<file path="config.mk">
export PLATFORM = sky130hd
export DESIGN_NAME = ciod_core
export DESIGN_NICKNAME = d
export VERILOG_FILES = /design/src/pkg/ciod_pkg.sv /design/src/core/ciod_core.sv
export SDC_FILE = /design/constraint.sdc
export NUM_CORES = 2
export LEC_CHECK = 0
export BUFFER_PORTS_ARGS = -buffer_cell sky130_fd_sc_hd__buf_2
export CAP_MARGIN = 20
export CORE_ASPECT_RATIO = 1.4
export CORE_MARGIN = 5
export CORE_UTILIZATION = 58
export DETAILED_ROUTE_END_ITERATION = 8
export MAX_ROUTING_LAYER = met4
export PLACE_DENSITY = 0.77
export SETUP_SLACK_MARGIN = 0.1
export SKIP_LAST_GASP = 1
export SLEW_MARGIN = 40
export SYNTH_ARGS = -nofsm -noshare
export SYNTH_HDL_FRONTEND = slang
export SYNTH_SLANG_ARGS = --single-unit
</file>
<file path="constraint.sdc">
create_clock -name core_clk -period 10.3 [get_ports core_clk]
set_input_delay 1.545 -clock core_clk [delete_from_list [all_inputs] [get_ports core_clk]]
set_output_delay 1.545 -clock core_clk [all_outputs]
set_load 0.01 [all_outputs]
</file>
<file path="src/pkg/ciod_pkg.sv">
// ciod_pkg: register map, status layout, opcode patterns and types
// assumes an APB master with 32-bit data and byte addresses
`default_nettype none
package ciod_pkg;
	// ==========================================================
	// register byte offsets
	localparam logic [7:0] OFS_OPCODE  = 8'h00; // execute / last opcode
	localparam logic [7:0] OFS_ACC     = 8'h04; // accumulator
	localparam logic [7:0] OFS_STATUS  = 8'h08; // flags and busy
	localparam logic [7:0] OFS_PC      = 8'h0C; // program counter
	localparam logic [7:0] OFS_PTR0    = 8'h10; // pointer pair 0
	localparam logic [7:0] OFS_PTR1    = 8'h14; // pointer pair 1
	localparam logic [7:0] OFS_OPTION  = 8'h18; // timer option, read only
	localparam logic [7:0] OFS_MEMADDR = 8'h1C; // data memory window address
	localparam logic [7:0] OFS_MEMDATA = 8'h20; // data memory window data
	localparam logic [2:0] PIN_DIRECTION_LOAD_PAGE   = 3'h2;  // pin directions at 0x40..0x5C
	// ==========================================================
	// status bit positions
	localparam int ST_CARRY = 0;
	localparam int ST_DIGIT = 1;
	localparam int ST_ZERO  = 2;
	localparam int ST_PDOWN = 3;
	localparam int ST_TOUT  = 4;
	localparam int ST_BUSY  = 8;
	// ==========================================================
	// reset values
	localparam logic [4:0]  FLAGS_RST  = 5'h18; // timeout and powerdown high
	localparam logic [7:0]  OPTION_RST = 8'hFF;
	localparam logic [7:0]  PIN_DIRECTION_LOAD_RST   = 8'hFF;
	localparam logic [15:0] PTR_RST    = 16'h0000;
	localparam logic [10:0] PC_RST     = 11'h000;
	// ==========================================================
	// cycle costs
	localparam logic [1:0] CYC_ONE = 2'h1;
	localparam logic [1:0] CYC_TWO = 2'h2;
	// ==========================================================
	// opcode patterns, most specific first
	localparam logic [13:0] OP_NOP      = 14'b00_0000_0000_0000;
	localparam logic [13:0] OP_SWRESET  = 14'b00_0000_0000_0001;
	localparam logic [13:0] OP_RETURN   = 14'b00_0000_0000_1000;
	localparam logic [13:0] OP_IRET     = 14'b00_0000_0000_1001;
	localparam logic [13:0] OP_CALLACC  = 14'b00_0000_0000_1010;
	localparam logic [13:0] OP_BRACC    = 14'b00_0000_0000_1011;
	localparam logic [13:0] OP_OPTION   = 14'b00_0000_0110_0010;
	localparam logic [13:0] OP_STANDBY  = 14'b00_0000_0110_0011;
	localparam logic [13:0] OP_KICK     = 14'b00_0000_0110_0100;
	localparam logic [13:0] OP_PIN_DIRECTION_LOAD     = 14'b00_0000_0110_0???;
	localparam logic [13:0] OP_LDIND    = 14'b00_0000_0001_0???;
	localparam logic [13:0] OP_STIND    = 14'b00_0000_0001_1???;
	localparam logic [13:0] OP_ANDFILE  = 14'b00_0101_????_????;
	localparam logic [13:0] OP_CALL     = 14'b10_0???_????_????;
	localparam logic [13:0] OP_GOTO     = 14'b10_1???_????_????;
	localparam logic [13:0] OP_RELJUMP  = 14'b11_001?_????_????;
	localparam logic [13:0] OP_PTRADD   = 14'b11_0001_0???_????;
	localparam logic [13:0] OP_RETCONST = 14'b11_0100_????_????;
	localparam logic [13:0] OP_ANDCONST = 14'b11_1001_????_????;
	localparam logic [13:0] OP_ADDCONST = 14'b11_1110_????_????;
	localparam logic [13:0] OP_LDIDX    = 14'b11_1111_0???_????;
	localparam logic [13:0] OP_STIDX    = 14'b11_1111_1???_????;
	// ==========================================================
	// indirect modifier field
	typedef enum logic [1:0] {
		MOD_PRE_INC  = 2'b00,
		MOD_PRE_DEC  = 2'b01,
		MOD_POST_INC = 2'b10,
		MOD_POST_DEC = 2'b11
	} ciod_mod_e;
endpackage
`default_nettype wire

</file>
<file path="src/core/ciod_core.sv">
// ciod_core: executes control, inherent and indirect-pointer opcodes
// assumes an APB master on core_clk; opcodes arrive as register writes
//
// Added by the designer: the APB slave port and the placing of the registers.
`timescale 1ns/100ps
`default_nettype none
module ciod_core
	import ciod_pkg::*;
(
	// clock and reset
	input  wire logic        core_clk,
	input  wire logic        rst,
	// apb slave
	input  wire logic        psel,
	input  wire logic        penable,
	input  wire logic        pwrite,
	input  wire logic [7:0]  paddr,
	input  wire logic [31:0] pwdata,
	output logic             pready,
	output logic             pslverr,
	output logic [31:0]      prdata,
	// side effects toward the device
	output logic             watchdogKick,
	output logic             standby,
	output logic             softResetReq
);
	// ==========================================================
	// state
	logic [7:0]  acc;          // accumulator
	logic [4:0]  flags;        // timeout, powerdown, zero, dc, carry
	logic [10:0] pc;           // program counter
	logic [15:0] ptr [2];      // pointer pairs
	logic [7:0]  option;       // timer option register
	logic [7:0]  pin_direction_load [8];     // pin direction registers
	logic [7:0]  mem [128];    // data memory
	logic [10:0] stack [16];   // return stack
	logic [3:0]  sp;           // next free stack slot
	logic [1:0]  busyCnt;      // idle cycles left
	logic [13:0] lastOp;       // last accepted opcode
	logic [6:0]  memAddr;      // software window address
	// ==========================================================
	// decode results
	logic [7:0]  next_acc;
	logic [4:0]  next_flags;
	logic [10:0] next_pc;
	logic [15:0] next_ptr;
	logic        ptrWe;        // pointer update
	logic        ptrIdx;       // which pointer
	logic        exMemWe;      // execution writes memory
	logic [6:0]  exMemAddr;
	logic [7:0]  exMemData;
	logic [6:0]  readAddr;     // execution read address
	logic [1:0]  cycles;       // cost of this opcode
	logic        pushEn;
	logic        popEn;
	logic        optionWe;
	logic        trisWe;
	logic        kickEn;
	logic        sleepEn;
	logic        resetEn;
	// ==========================================================
	// helpers
	logic [13:0] op;           // opcode on the bus
	logic [10:0] pcInc;        // pc after fetch
	logic [7:0]  rdByte;       // memory at readAddr
	logic [15:0] stepPtr;      // pointer after inc/dec
	logic [15:0] stepEa;       // pre/post effective address
	logic [15:0] idxPtr;       // selected pointer plus offset
	logic [8:0]  sum9;         // add constant sum
	logic [4:0]  sumLow;       // low nibble sum
	logic [7:0]  andF;         // and file result
	logic        busy;
	logic        setupEn;      // first access cycle
	logic        regWr;        // write commit edge
	logic        opStart;      // execute commit edge
	logic        hit;          // address mapped
	logic [31:0] rdMux;
	ciod_mod_e   modeOp;

	assign op      = pwdata[13:0];
	assign pcInc   = pc + 11'h001;
	assign busy    = (busyCnt != 2'h0);
	assign setupEn = psel & penable & ~pready;
	assign regWr   = psel & penable & pready & pwrite & ~pslverr;
	assign opStart = regWr & (paddr == OFS_OPCODE);
	assign rdByte  = mem[readAddr];
	assign modeOp  = ciod_mod_e'(op[1:0]);
	// wraps naturally in 16 bits, never saturates
	assign stepPtr = (modeOp == MOD_PRE_DEC || modeOp == MOD_POST_DEC)
		? ptr[op[2]] - 16'h0001 : ptr[op[2]] + 16'h0001;
	assign stepEa  = (modeOp == MOD_PRE_INC || modeOp == MOD_PRE_DEC)
		? stepPtr : ptr[op[2]];
	assign idxPtr  = ptr[op[6]] + {{10{op[5]}}, op[5:0]};
	assign sum9    = {1'b0, acc} + {1'b0, op[7:0]};
	assign sumLow  = {1'b0, acc[3:0]} + {1'b0, op[3:0]};
	assign andF    = acc & rdByte;

	// ==========================================================
	// opcode decode and execution values
	always_comb
	begin
		next_acc   = acc;
		next_flags = flags;
		next_pc    = pcInc;
		next_ptr   = stepPtr;
		ptrWe      = 1'b0;
		ptrIdx     = op[2];
		exMemWe    = 1'b0;
		exMemAddr  = stepEa[6:0];
		exMemData  = acc;
		readAddr   = stepEa[6:0];
		cycles     = CYC_ONE;
		pushEn     = 1'b0;
		popEn      = 1'b0;
		optionWe   = 1'b0;
		trisWe     = 1'b0;
		kickEn     = 1'b0;
		sleepEn    = 1'b0;
		resetEn    = 1'b0;
		priority casez (op)
			OP_NOP:
				cycles = CYC_ONE;
			OP_SWRESET:
				resetEn = 1'b1;
			OP_RETURN, OP_IRET:
			begin
				// return pops the stack
				next_pc = stack[sp - 4'h1];
				popEn   = 1'b1;
				cycles  = CYC_TWO;
			end
			OP_CALLACC:
			begin
				// target page from pc, low byte from accumulator
				next_pc = {pc[10:8], acc};
				pushEn  = 1'b1;
				cycles  = CYC_TWO;
			end
			OP_BRACC:
			begin
				next_pc = pcInc + {3'h0, acc};
				cycles  = CYC_TWO;
			end
			OP_OPTION:
				optionWe = 1'b1;
			OP_STANDBY:
			begin
				sleepEn              = 1'b1;
				next_flags[ST_TOUT]  = 1'b1;
				next_flags[ST_PDOWN] = 1'b0;
			end
			OP_KICK:
			begin
				kickEn               = 1'b1;
				next_flags[ST_TOUT]  = 1'b1;
				next_flags[ST_PDOWN] = 1'b1;
			end
			OP_PIN_DIRECTION_LOAD:
				trisWe = 1'b1;
			OP_LDIND:
			begin
				// load through pointer, modified before or after the load by mode
				next_acc            = rdByte;
				next_flags[ST_ZERO] = (rdByte == 8'h00);
				ptrWe               = 1'b1;
				cycles              = stepEa[15] ? CYC_TWO : CYC_ONE;
			end
			OP_STIND:
			begin
				exMemWe = 1'b1;
				ptrWe   = 1'b1;
				cycles  = stepEa[15] ? CYC_TWO : CYC_ONE;
			end
			OP_ANDFILE:
			begin
				readAddr            = op[6:0];
				exMemAddr           = op[6:0];
				exMemData           = andF;
				next_flags[ST_ZERO] = (andF == 8'h00);
				// destination bit picks memory or accumulator
				if (op[7])
					exMemWe = 1'b1;
				else
					next_acc = andF;
			end
			OP_CALL:
			begin
				next_pc = op[10:0];
				pushEn  = 1'b1;
				cycles  = CYC_TWO;
			end
			OP_GOTO:
			begin
				next_pc = op[10:0];
				cycles  = CYC_TWO;
			end
			OP_RELJUMP:
			begin
				next_pc = pcInc + {{2{op[8]}}, op[8:0]};
				cycles  = CYC_TWO;
			end
			OP_PTRADD:
			begin
				// flags left alone
				ptrIdx   = op[6];
				next_ptr = idxPtr;
				ptrWe    = 1'b1;
			end
			OP_RETCONST:
			begin
				next_acc = op[7:0];
				next_pc  = stack[sp - 4'h1];
				popEn    = 1'b1;
				cycles   = CYC_TWO;
			end
			OP_ANDCONST:
			begin
				next_acc            = acc & op[7:0];
				next_flags[ST_ZERO] = ((acc & op[7:0]) == 8'h00);
			end
			OP_ADDCONST:
			begin
				next_acc             = sum9[7:0];
				next_flags[ST_CARRY] = sum9[8];
				next_flags[ST_DIGIT] = sumLow[4];
				next_flags[ST_ZERO]  = (sum9[7:0] == 8'h00);
			end
			OP_LDIDX:
			begin
				// pointer stays, offset only forms the address
				readAddr            = idxPtr[6:0];
				next_acc            = rdByte;
				next_flags[ST_ZERO] = (rdByte == 8'h00);
				cycles              = idxPtr[15] ? CYC_TWO : CYC_ONE;
			end
			OP_STIDX:
			begin
				exMemAddr = idxPtr[6:0];
				exMemWe   = 1'b1;
				cycles    = idxPtr[15] ? CYC_TWO : CYC_ONE;
			end
			default:
				// nothing changes but the pc step
				cycles = CYC_ONE;
		endcase
	end

	// ==========================================================
	// busy counter: idle cycles after each opcode
	always_ff @(posedge core_clk or posedge rst)
	begin
		if (rst)
			busyCnt <= 2'h0;
		else if (opStart)
			busyCnt <= cycles - 2'h1;
		else if (busy)
			busyCnt <= busyCnt - 2'h1;
	end

	// ==========================================================
	// accumulator
	always_ff @(posedge core_clk or posedge rst)
	begin
		if (rst)
			acc <= 8'h00;
		else if (opStart)
			acc <= next_acc;
		else if (regWr && paddr == OFS_ACC)
			acc <= pwdata[7:0];
	end

	// ==========================================================
	// status flags
	always_ff @(posedge core_clk or posedge rst)
	begin
		if (rst)
			flags <= FLAGS_RST;
		else if (opStart)
			flags <= next_flags;
		else if (regWr && paddr == OFS_STATUS)
			flags <= pwdata[4:0];
	end

	// ==========================================================
	// program counter and last opcode
	always_ff @(posedge core_clk or posedge rst)
	begin
		if (rst)
		begin
			pc     <= PC_RST;
			lastOp <= 14'h0000;
		end
		else if (opStart)
		begin
			pc     <= next_pc;
			lastOp <= op;
		end
		else if (regWr && paddr == OFS_PC)
			pc <= pwdata[10:0];
	end

	// ==========================================================
	// return stack pointer, wraps at sixteen
	always_ff @(posedge core_clk or posedge rst)
	begin
		if (rst)
			sp <= 4'h0;
		else if (opStart && pushEn)
			sp <= sp + 4'h1;
		else if (opStart && popEn)
			sp <= sp - 4'h1;
	end

	// return stack contents
	always_ff @(posedge core_clk)
	begin
		if (opStart && pushEn)
			stack[sp] <= pcInc;
	end

	// ==========================================================
	// pointer pairs
	for (genvar g = 0; g < 2; g++)
	begin : gPtr
		always_ff @(posedge core_clk or posedge rst)
		begin
			if (rst)
				ptr[g] <= PTR_RST;
			else if (opStart && ptrWe && ptrIdx == 1'(g))
				ptr[g] <= next_ptr;
			else if (regWr && paddr == (g == 0 ? OFS_PTR0 : OFS_PTR1))
				ptr[g] <= pwdata[15:0];
		end
	end

	// ==========================================================
	// pin direction registers
	for (genvar g = 0; g < 8; g++)
	begin : gTris
		always_ff @(posedge core_clk or posedge rst)
		begin
			if (rst)
				pin_direction_load[g] <= PIN_DIRECTION_LOAD_RST;
			else if (opStart && trisWe && op[2:0] == 3'(g))
				pin_direction_load[g] <= acc;
		end
	end

	// option register
	always_ff @(posedge core_clk or posedge rst)
	begin
		if (rst)
			option <= OPTION_RST;
		else if (opStart && optionWe)
			option <= acc;
	end

	// ==========================================================
	// data memory, one write port shared by opcode and window
	always_ff @(posedge core_clk)
	begin
		if (opStart && exMemWe)
			mem[exMemAddr] <= exMemData;
		else if (regWr && paddr == OFS_MEMDATA)
			mem[memAddr] <= pwdata[7:0];
	end

	// window address
	always_ff @(posedge core_clk or posedge rst)
	begin
		if (rst)
			memAddr <= 7'h00;
		else if (regWr && paddr == OFS_MEMADDR)
			memAddr <= pwdata[6:0];
	end

	// ==========================================================
	// side-effect outputs
	always_ff @(posedge core_clk or posedge rst)
	begin
		if (rst)
		begin
			watchdogKick <= 1'b0;
			softResetReq <= 1'b0;
			standby      <= 1'b0;
		end
		else
		begin
			watchdogKick <= opStart & kickEn;
			softResetReq <= opStart & resetEn;
			// any later opcode other than standby wakes the core
			if (opStart)
				standby <= sleepEn;
		end
	end

	// ==========================================================
	// apb address decode and read mux
	always_comb
	begin
		hit   = 1'b1;
		rdMux = 32'h0000_0000;
		if (paddr[1:0] != 2'h0)
			hit = 1'b0;
		else if (paddr[7:5] == PIN_DIRECTION_LOAD_PAGE)
			rdMux = {24'h00_0000, pin_direction_load[paddr[4:2]]};
		else
		begin
			case (paddr)
				OFS_OPCODE:  rdMux = {18'h0_0000, lastOp};
				OFS_ACC:     rdMux = {24'h00_0000, acc};
				OFS_STATUS:  rdMux = {23'h00_0000, busy, 3'h0, flags};
				OFS_PC:      rdMux = {21'h00_0000, pc};
				OFS_PTR0:    rdMux = {16'h0000, ptr[0]};
				OFS_PTR1:    rdMux = {16'h0000, ptr[1]};
				OFS_OPTION:  rdMux = {24'h00_0000, option};
				OFS_MEMADDR: rdMux = {25'h000_0000, memAddr};
				OFS_MEMDATA: rdMux = {24'h00_0000, mem[memAddr]};
				default:     hit = 1'b0;
			endcase
		end
	end

	// one wait state: answer at the second access edge
	always_ff @(posedge core_clk or posedge rst)
	begin
		if (rst)
		begin
			pready  <= 1'b0;
			pslverr <= 1'b0;
			prdata  <= 32'h0000_0000;
		end
		else
		begin
			pready <= setupEn;
			// unmapped, or opcode write while still busy
			pslverr <= setupEn & (~hit | (pwrite & busy & paddr == OFS_OPCODE));
			if (setupEn && !pwrite)
				prdata <= rdMux;
		end
	end
endmodule
`default_nettype wire

</file>
# [After elaboration in Yosys (flattened, before gate mapping)]
# Memories as Yosys holds them, arrays and structs flattened.
# Index checks and enable logic that the tools add are counted.
[op_classes] add_sub_neg=12 n_lt_le_gt_ge=3 eq_ne=46 n_mux=80 n_bitwise=21 reduce_logical=64
[op_table] operator="16-bit 2-to-1 mux" n=16
[op_table] operator="16-bit case mux with 9 select lines" n=1
[op_table] operator="8-bit 2-to-1 mux" n=9
[op_table] operator="14-bit by 4-bit equality test with 1-bit output (second input constant)" n=4
[op_table] operator="11-bit case mux with 4 select lines" n=1
[op_table] operator="14-bit by 7-bit equality test with 1-bit output (second input constant)" n=3
[op_table] operator="8-bit logical NOT" n=5
[op_table] operator="8-bit case mux with 5 select lines" n=1
[op_table] operator="11-bit case mux with 3 select lines" n=1
[op_table] operator="8-bit by 5-bit equality test with 1-bit output (second input constant)" n=4
[op_table] operator="7-bit case mux with 2 select lines" n=2
[op_table] operator="1-bit 2-to-1 mux" n=26
[op_table] operator="8-bit binary-select mux with 3-bit select" n=1
[op_table] operator="1-bit logical AND" n=24
[op_table] operator="11-bit by 2-bit equality test with 1-bit output (second input constant)" n=2
[op_table] operator="11-bit 2-to-1 mux" n=2
[op_table] operator="7-bit equality test (second input constant)" n=3
[op_table] operator="7-bit 2-to-1 mux" n=3
[op_table] operator="3-bit equality test (second input constant)" n=6
[op_table] operator="6-bit equality test (second input constant)" n=3
[op_table] operator="2-bit nonzero test" n=9
[op_table] operator="9-bit OR reduction" n=2
[op_table] operator="16-bit by 1-bit adder with 16-bit output (second input constant)" n=1
[op_table] operator="16-bit adder" n=1
[op_table] operator="other kinds (55)" n=96
[totals] ff_bits=192 mem_bits_rw=1200 inputBits=45 output_inout_bits=37 word_cells=255 n_memories=2
[mem_list] memory="mem" depth=128 width=8 read_ports=2 rd_ports_with_merged_regs=0 write_ports=1 line_no="ciod_core.sv:35" rtl="logic [7:0] mem [128];"
[mem_list] memory="stack" depth=16 width=11 read_ports=1 rd_ports_with_merged_regs=0 write_ports=1 line_no="ciod_core.sv:36" rtl="logic [10:0] stack [16];"

# [Longest topological paths before layout]
# An unclocked memory read counts as a cell.
[logic_depth] word_depth=15 depth_mapped=21 mapped_depth_nobuf=16

# [Worst setup path after synthesis]
# No wires, ideal clock.
[synth_timing] path_type="in2reg" from="in pwdata[6]" to="mem mem[0][4], data pin" setup_ns=1.197 arrival_time_ns=10.457 required_ns=9.103 setup_slack_ns=-1.354 cell_stages=16 path_buffers=3 path_cell_list="clkbuf_1 buf_1 mux2_2 ha_1 fa_1 a211o_1 a311o_1 a221oi_1 a221oi_2 or4_1 clkbuf_1 a2111oi_0 nand2_1 nand4_1 o21ai_0 o21ai_0"
[synth_between] elab_chain_cells=12 word_cells_on_any_way=30 classes_between="add/sub (1); eq/ne (9); mux (12); bitwise (2); reduce/logical (5); memory (1)"
[synth_rtl] item="from (decl)" line_no="ciod_core.sv:18" rtl="input wire logic [31:0] pwdata,"
[synth_rtl] item="1-bit NOT with 2-bit output (not written as such)" line_no="ciod_core.sv:93" rtl="assign idxPtr = ptr[op[6]] + {{10{op[5]}}, op[5:0]};"
[synth_rtl] item="16-bit 2-to-1 mux (not written as such) (3 in a row)" line_no="ciod_core.sv:93"
[synth_rtl] item="16-bit adder" line_no="ciod_core.sv:93"
[synth_rtl] item="7-bit case mux with 2 select lines" line_no="ciod_core.sv:120" rtl="priority casez (op)"
[synth_rtl] item="7-bit 2-to-1 mux" line_no="ciod_core.sv:120"
[synth_rtl] item="memory 128 x 8 bit"
[synth_rtl] item="8-bit bitwise AND" line_no="ciod_core.sv:96" rtl="assign andF = acc & rdByte;"
[synth_rtl] item="8-bit 2-to-1 mux (2 in a row)" line_no="ciod_core.sv:120"
[synth_rtl] item="8-bit 2-to-1 mux (no source line) *"
[synth_rtl] item="to (decl)" line_no="ciod_core.sv:35"
# Mark *: on every way between the ends. The rest lies on a longest branch, timed or not. The select of a mux whose other input is x is not followed.

# [Final worst setup path]
[layout_timing] from="in pwdata[2]" to="mem mem[6][1], data pin"
[layout_between] elab_chain_cells=14 word_cells_on_any_way=31 classes_between="add/sub (3); eq/ne (8); mux (13); bitwise (2); reduce/logical (4); memory (1)"
[layout_rtl] item="1-bit NOT with 2-bit output (not written as such)" line_no="ciod_core.sv:90, ciod_core.sv:92"
[layout_rtl] item="16-bit 2-to-1 mux (not written as such) (3 in a row)" line_no="ciod_core.sv:90, ciod_core.sv:92"
[layout_rtl] item="16-bit by 1-bit adder with 16-bit output or 16-bit by 1-bit subtractor with 16-bit output (tied branches)" line_no="ciod_core.sv:90" rtl="? ptr[op[2]] - 16'h0001 : ptr[op[2]] + 16'h0001;"
[layout_rtl] item="16-bit 2-to-1 mux" line_no="ciod_core.sv:90"
[layout_rtl] item="16-bit 2-to-1 mux" line_no="ciod_core.sv:92" rtl="? stepPtr : ptr[op[2]];"
[layout_rtl] item="7-bit case mux with 2 select lines" line_no="ciod_core.sv:120"
[layout_rtl] item="7-bit 2-to-1 mux" line_no="ciod_core.sv:120"
[layout_rtl] item="memory 128 x 8 bit"
[layout_rtl] item="8-bit bitwise AND" line_no="ciod_core.sv:96"
[layout_rtl] item="8-bit 2-to-1 mux (2 in a row)" line_no="ciod_core.sv:120"
[layout_rtl] item="8-bit 2-to-1 mux (no source line) *"
# Marked as above.

==> results.ini <==
[setup_path]
worst_r2r_startpoint = ptr[0]$_DFFE_PP0P_
critical_path_startpoint = pwdata[2]
timing.critical_path.slowest_stage_cell = sky130_fd_sc_hd__o311ai_4
setup.worst_path.start_class = input pin
crit_arrival_ns = 8.34
reg2reg_depth = 16
cp_slowest_stage_delay_ns = 0.81
crit_path_max_fanout = 128
critical_path.endpoint_type = flop
crit_path_cell_trace = buf_2, mux2i_2, inv_1, fa_1, mux2i_1, o311ai_4, buf_4, buf_4, mux2i_1, a221oi_1, a211oi_1, a311oi_1, o21ai_0, a22oi_1, o211ai_1, o21ai_4, buf_12
critical_path_required_ns = 10.78
setup.worst_path.class = input pin to flop

[cells_and_area]
area.growth.synth_to_final_pct = 9.53
post_route_cells_drive_above_1_share_pct = 23.3
finalNetCount = 4993
filler_cell_count = 8268
final_core_utilization_pct = 63.9

[worst_hold_path]
holdPathStages = 0
hold_class = flop to flop
min-delay-start = pin_direction_load[42]$_DFFE_PP1P_

[status]
status = completed

[die]
die_area_mm2 = 0.125
core.rowCount = 149
die_h_um = 417
number_of_i_o_pins = 82
die_w_um = 301
initial_core_util_pct = 58.3
core_area_mm2 = 0.118

[yosys]
yosys_synthesis_warning_count = 0
cell_variety_after_synth = 99
postSynth.asyncResetShare_pct = 12.8
post_synth_inst_count = 4948
post_synthesis_sequential_area_ratio_pct = 59.1
yosys_register_bits = 1376
synthTopCellsByArea = sky130_fd_sc_hd__edfxtp_1 53%, sky130_fd_sc_hd__mux4_2 14%, sky130_fd_sc_hd__nand2_1 4.3%, sky130_fd_sc_hd__dfrtp_1 3.7%, sky130_fd_sc_hd__dfstp_2 2.8%
synth_top_cell_area_share_pct = 52.5
main_synth_ff_type = sky130_fd_sc_hd__edfxtp_1
synth_top_cell_by_area = sky130_fd_sc_hd__edfxtp_1
synth-edff-count = 1200
yosys.cell_count.top_type = sky130_fd_sc_hd__edfxtp_1
synth_top_cells_by_count = 1200 x sky130_fd_sc_hd__edfxtp_1, 791 x sky130_fd_sc_hd__nand2_1, 441 x sky130_fd_sc_hd__mux4_2
syn_area_mm2 = 0.0686
mean_cell_area_of_the_mapped_netlist_um2 = 13.9

[sta]
slew_headroom_pct = 32.9
minimum_period_implied_by_the_final_worst_setup_slack_ns = 7.86
rsz_0062_raised_after_global_routing = false
maxClockFrequency_mhz = 127
tns_ns = 0
timing_max_transition_violations_final = 0
timing_worst_slew_pin_value_ns = 1.00
finalCritPeriodShare_pct = 76.4
fin_skew_ns = 0.0283
finalHoldViolCount = 0
finalSetupViolations = 0

[placement]
gp_routability_congestion = 1.02
numPortBuffers = 49
dp_hpwl_um = 142000

[global_routing]
grt_first_pass_wirelength_um = 318000
grt.overflow.total = 0
number_of_antenna_violations_at_the_first_check_in_global_routing = 6
pin_count_of_the_biggest_net_entering_global_routing = 129
grt_pass1_vias = 46900
grt_util_all_layers_pct = 35.8

[detailed_routing]
post-route-drc-count = 0
vias = 48200
post_drt_via_cell_ratio = 7.34
drt_pre_antenna_iters = 7
drt-initial-drc-count = 7872
routed_wirelength_um = 220000
antenna_left = 0
avgRoutedWirePerCell_um = 33.5

[clocking]
root_buffer = sky130_fd_sc_hd__clkbuf_16
postCtsHoldBufs = 0
cts_tree = done
clkSinkCount = 1376
h-tree-depth = 4
cts_buffer_count = 131
max-clock-path-buffers = 3
clk_latency_ns = 0.78
post_cts.repair.setup_buffers = 0
cts.repair.resized = 0
cts.clk_slew.worst_paths_ns = 0.06

[pwr]
static-leakage-power_uw = 0.0253
worst_ir_drop_on_vdd_mv = 0.148
power.density_mw_per_mm2 = 154

[flow_run]
cap_viol_max_count = 0

==> per-layer routing <==
layer | part of all wire [%] | vias up | global-route usage (%) | wire [um]
met5 | 0 | - | - | 0
met4 | 11 | 0 | 28.2 | 24100
met3 | 12 | 1197 | 8.98 | 26800
met2 | 46 | 4135 | 54.3 | 102000
met1 | 31 | 23600 | 40.8 | 67800
li1 | - | 19300 | - | -
==> power breakdown <==
part	internal (uW)	switching, uW
sequential	6000	6.23
clock	2640	2170
combinational	200	549
total	8850	2730
==> flip-flops by register name, indices dropped and copies added, names as in the netlist <==
signal and cells:
mem 1024, stack 176, pin_direction_load 64, ptr 32, prdata 16, lastOp 14
pc 11, acc 8, option 8, memAddr 7, flags 5, sp 4
busyCnt 2, pready 1, pslverr 1, softResetReq 1, standby 1, watchdogKick 1
==> worst paths after layout <==
path,slack [ns],endpoint
worst max-delay path,2.44,mem[6][1]$_DFFE_PP_
min in group asynchronous,0.80,sp[3]$_DFFE_PP0P_
worst max register to register,3.37,mem[6][1]$_DFFE_PP_
worst min-delay path,0.36,pin_direction_load[42]$_DFFE_PP1P_
worst min register to register,0.36,pin_direction_load[42]$_DFFE_PP1P_
max in group asynchronous,7.69,prdata[10]$_DFFE_PP0P_
==> cell type report <==
cell class / instances / area, um^2 / share of cell area [%]
diodes: 5 / 12.5 / 0.0167
well taps: 1585 / 1980 / 2.64
inverters: 48 / 185 / 0.246
clock inverters: 62 / 687 / 0.914
clock buffers: 171 / 3520 / 4.69
multi-input cells: 3133 / 26600 / 35.4
flip-flops and latches: 1376 / 40500 / 54.0
repair buffers: 192 / 1610 / 2.14
==> critical path, delay by kind of cell <==
family	cells	cell delay, ns
compound gates	8	3.22
buf+inv	5	1.97
mux	3	0.76
fa+ha+maj	1	0.60
==> through the flow <==
step	hold WS [ns]	total power (uW)	area [um^2]	std cells	worst slack [ns]
after global placement	0.356	6810	70400	6327	1.76
after global routing	0.368	11800	75100	6570	2.31
after floorplan	0.426	6560	68700	4963	0.836
after detailed placement	0.357	6820	70800	6332	2.00
final	0.365	11600	75100	6572	2.44
after CTS	0.366	11500	75000	6565	2.78
==> cell families after synthesis <==
family                     count (synthesis)  synth area share [%]
AOI/OAI and AO/OA                        876                  8.74
xor gates and xnor gates                  58                 0.741
adders and majority gates                 66                  1.26
buffers and inverters                    454                  3.05
DFF                                     1376                  59.1
muxes                                    686                  18.2
other                                      1               0.00547
and+or+nand+nor                         1431                  8.89
==> cell usage in the layout (no fill, tap or decap), types with 60 or more instances in the layout <==
cell type	Yosys	layout
sky130_fd_sc_hd__a21oi_1	246	244
sky130_fd_sc_hd__a221oi_1	69	69
sky130_fd_sc_hd__a32oi_1	77	77
sky130_fd_sc_hd__buf_4	36	114
sky130_fd_sc_hd__clkbuf_16	0	134
sky130_fd_sc_hd__dfrtp_1	102	97
sky130_fd_sc_hd__dfstp_2	74	74
sky130_fd_sc_hd__edfxtp_1	1200	1200
sky130_fd_sc_hd__ha_1	61	60
sky130_fd_sc_hd__mux2_2	91	91
sky130_fd_sc_hd__mux2i_1	151	151
sky130_fd_sc_hd__mux4_2	441	441
sky130_fd_sc_hd__nand2_1	791	789
sky130_fd_sc_hd__nand3_1	200	200
sky130_fd_sc_hd__nor2_1	266	153
sky130_fd_sc_hd__nor2_2	0	113
sky130_fd_sc_hd__o21ai_0	146	138
No activity file was read; power rests on OpenSTA's default activity.
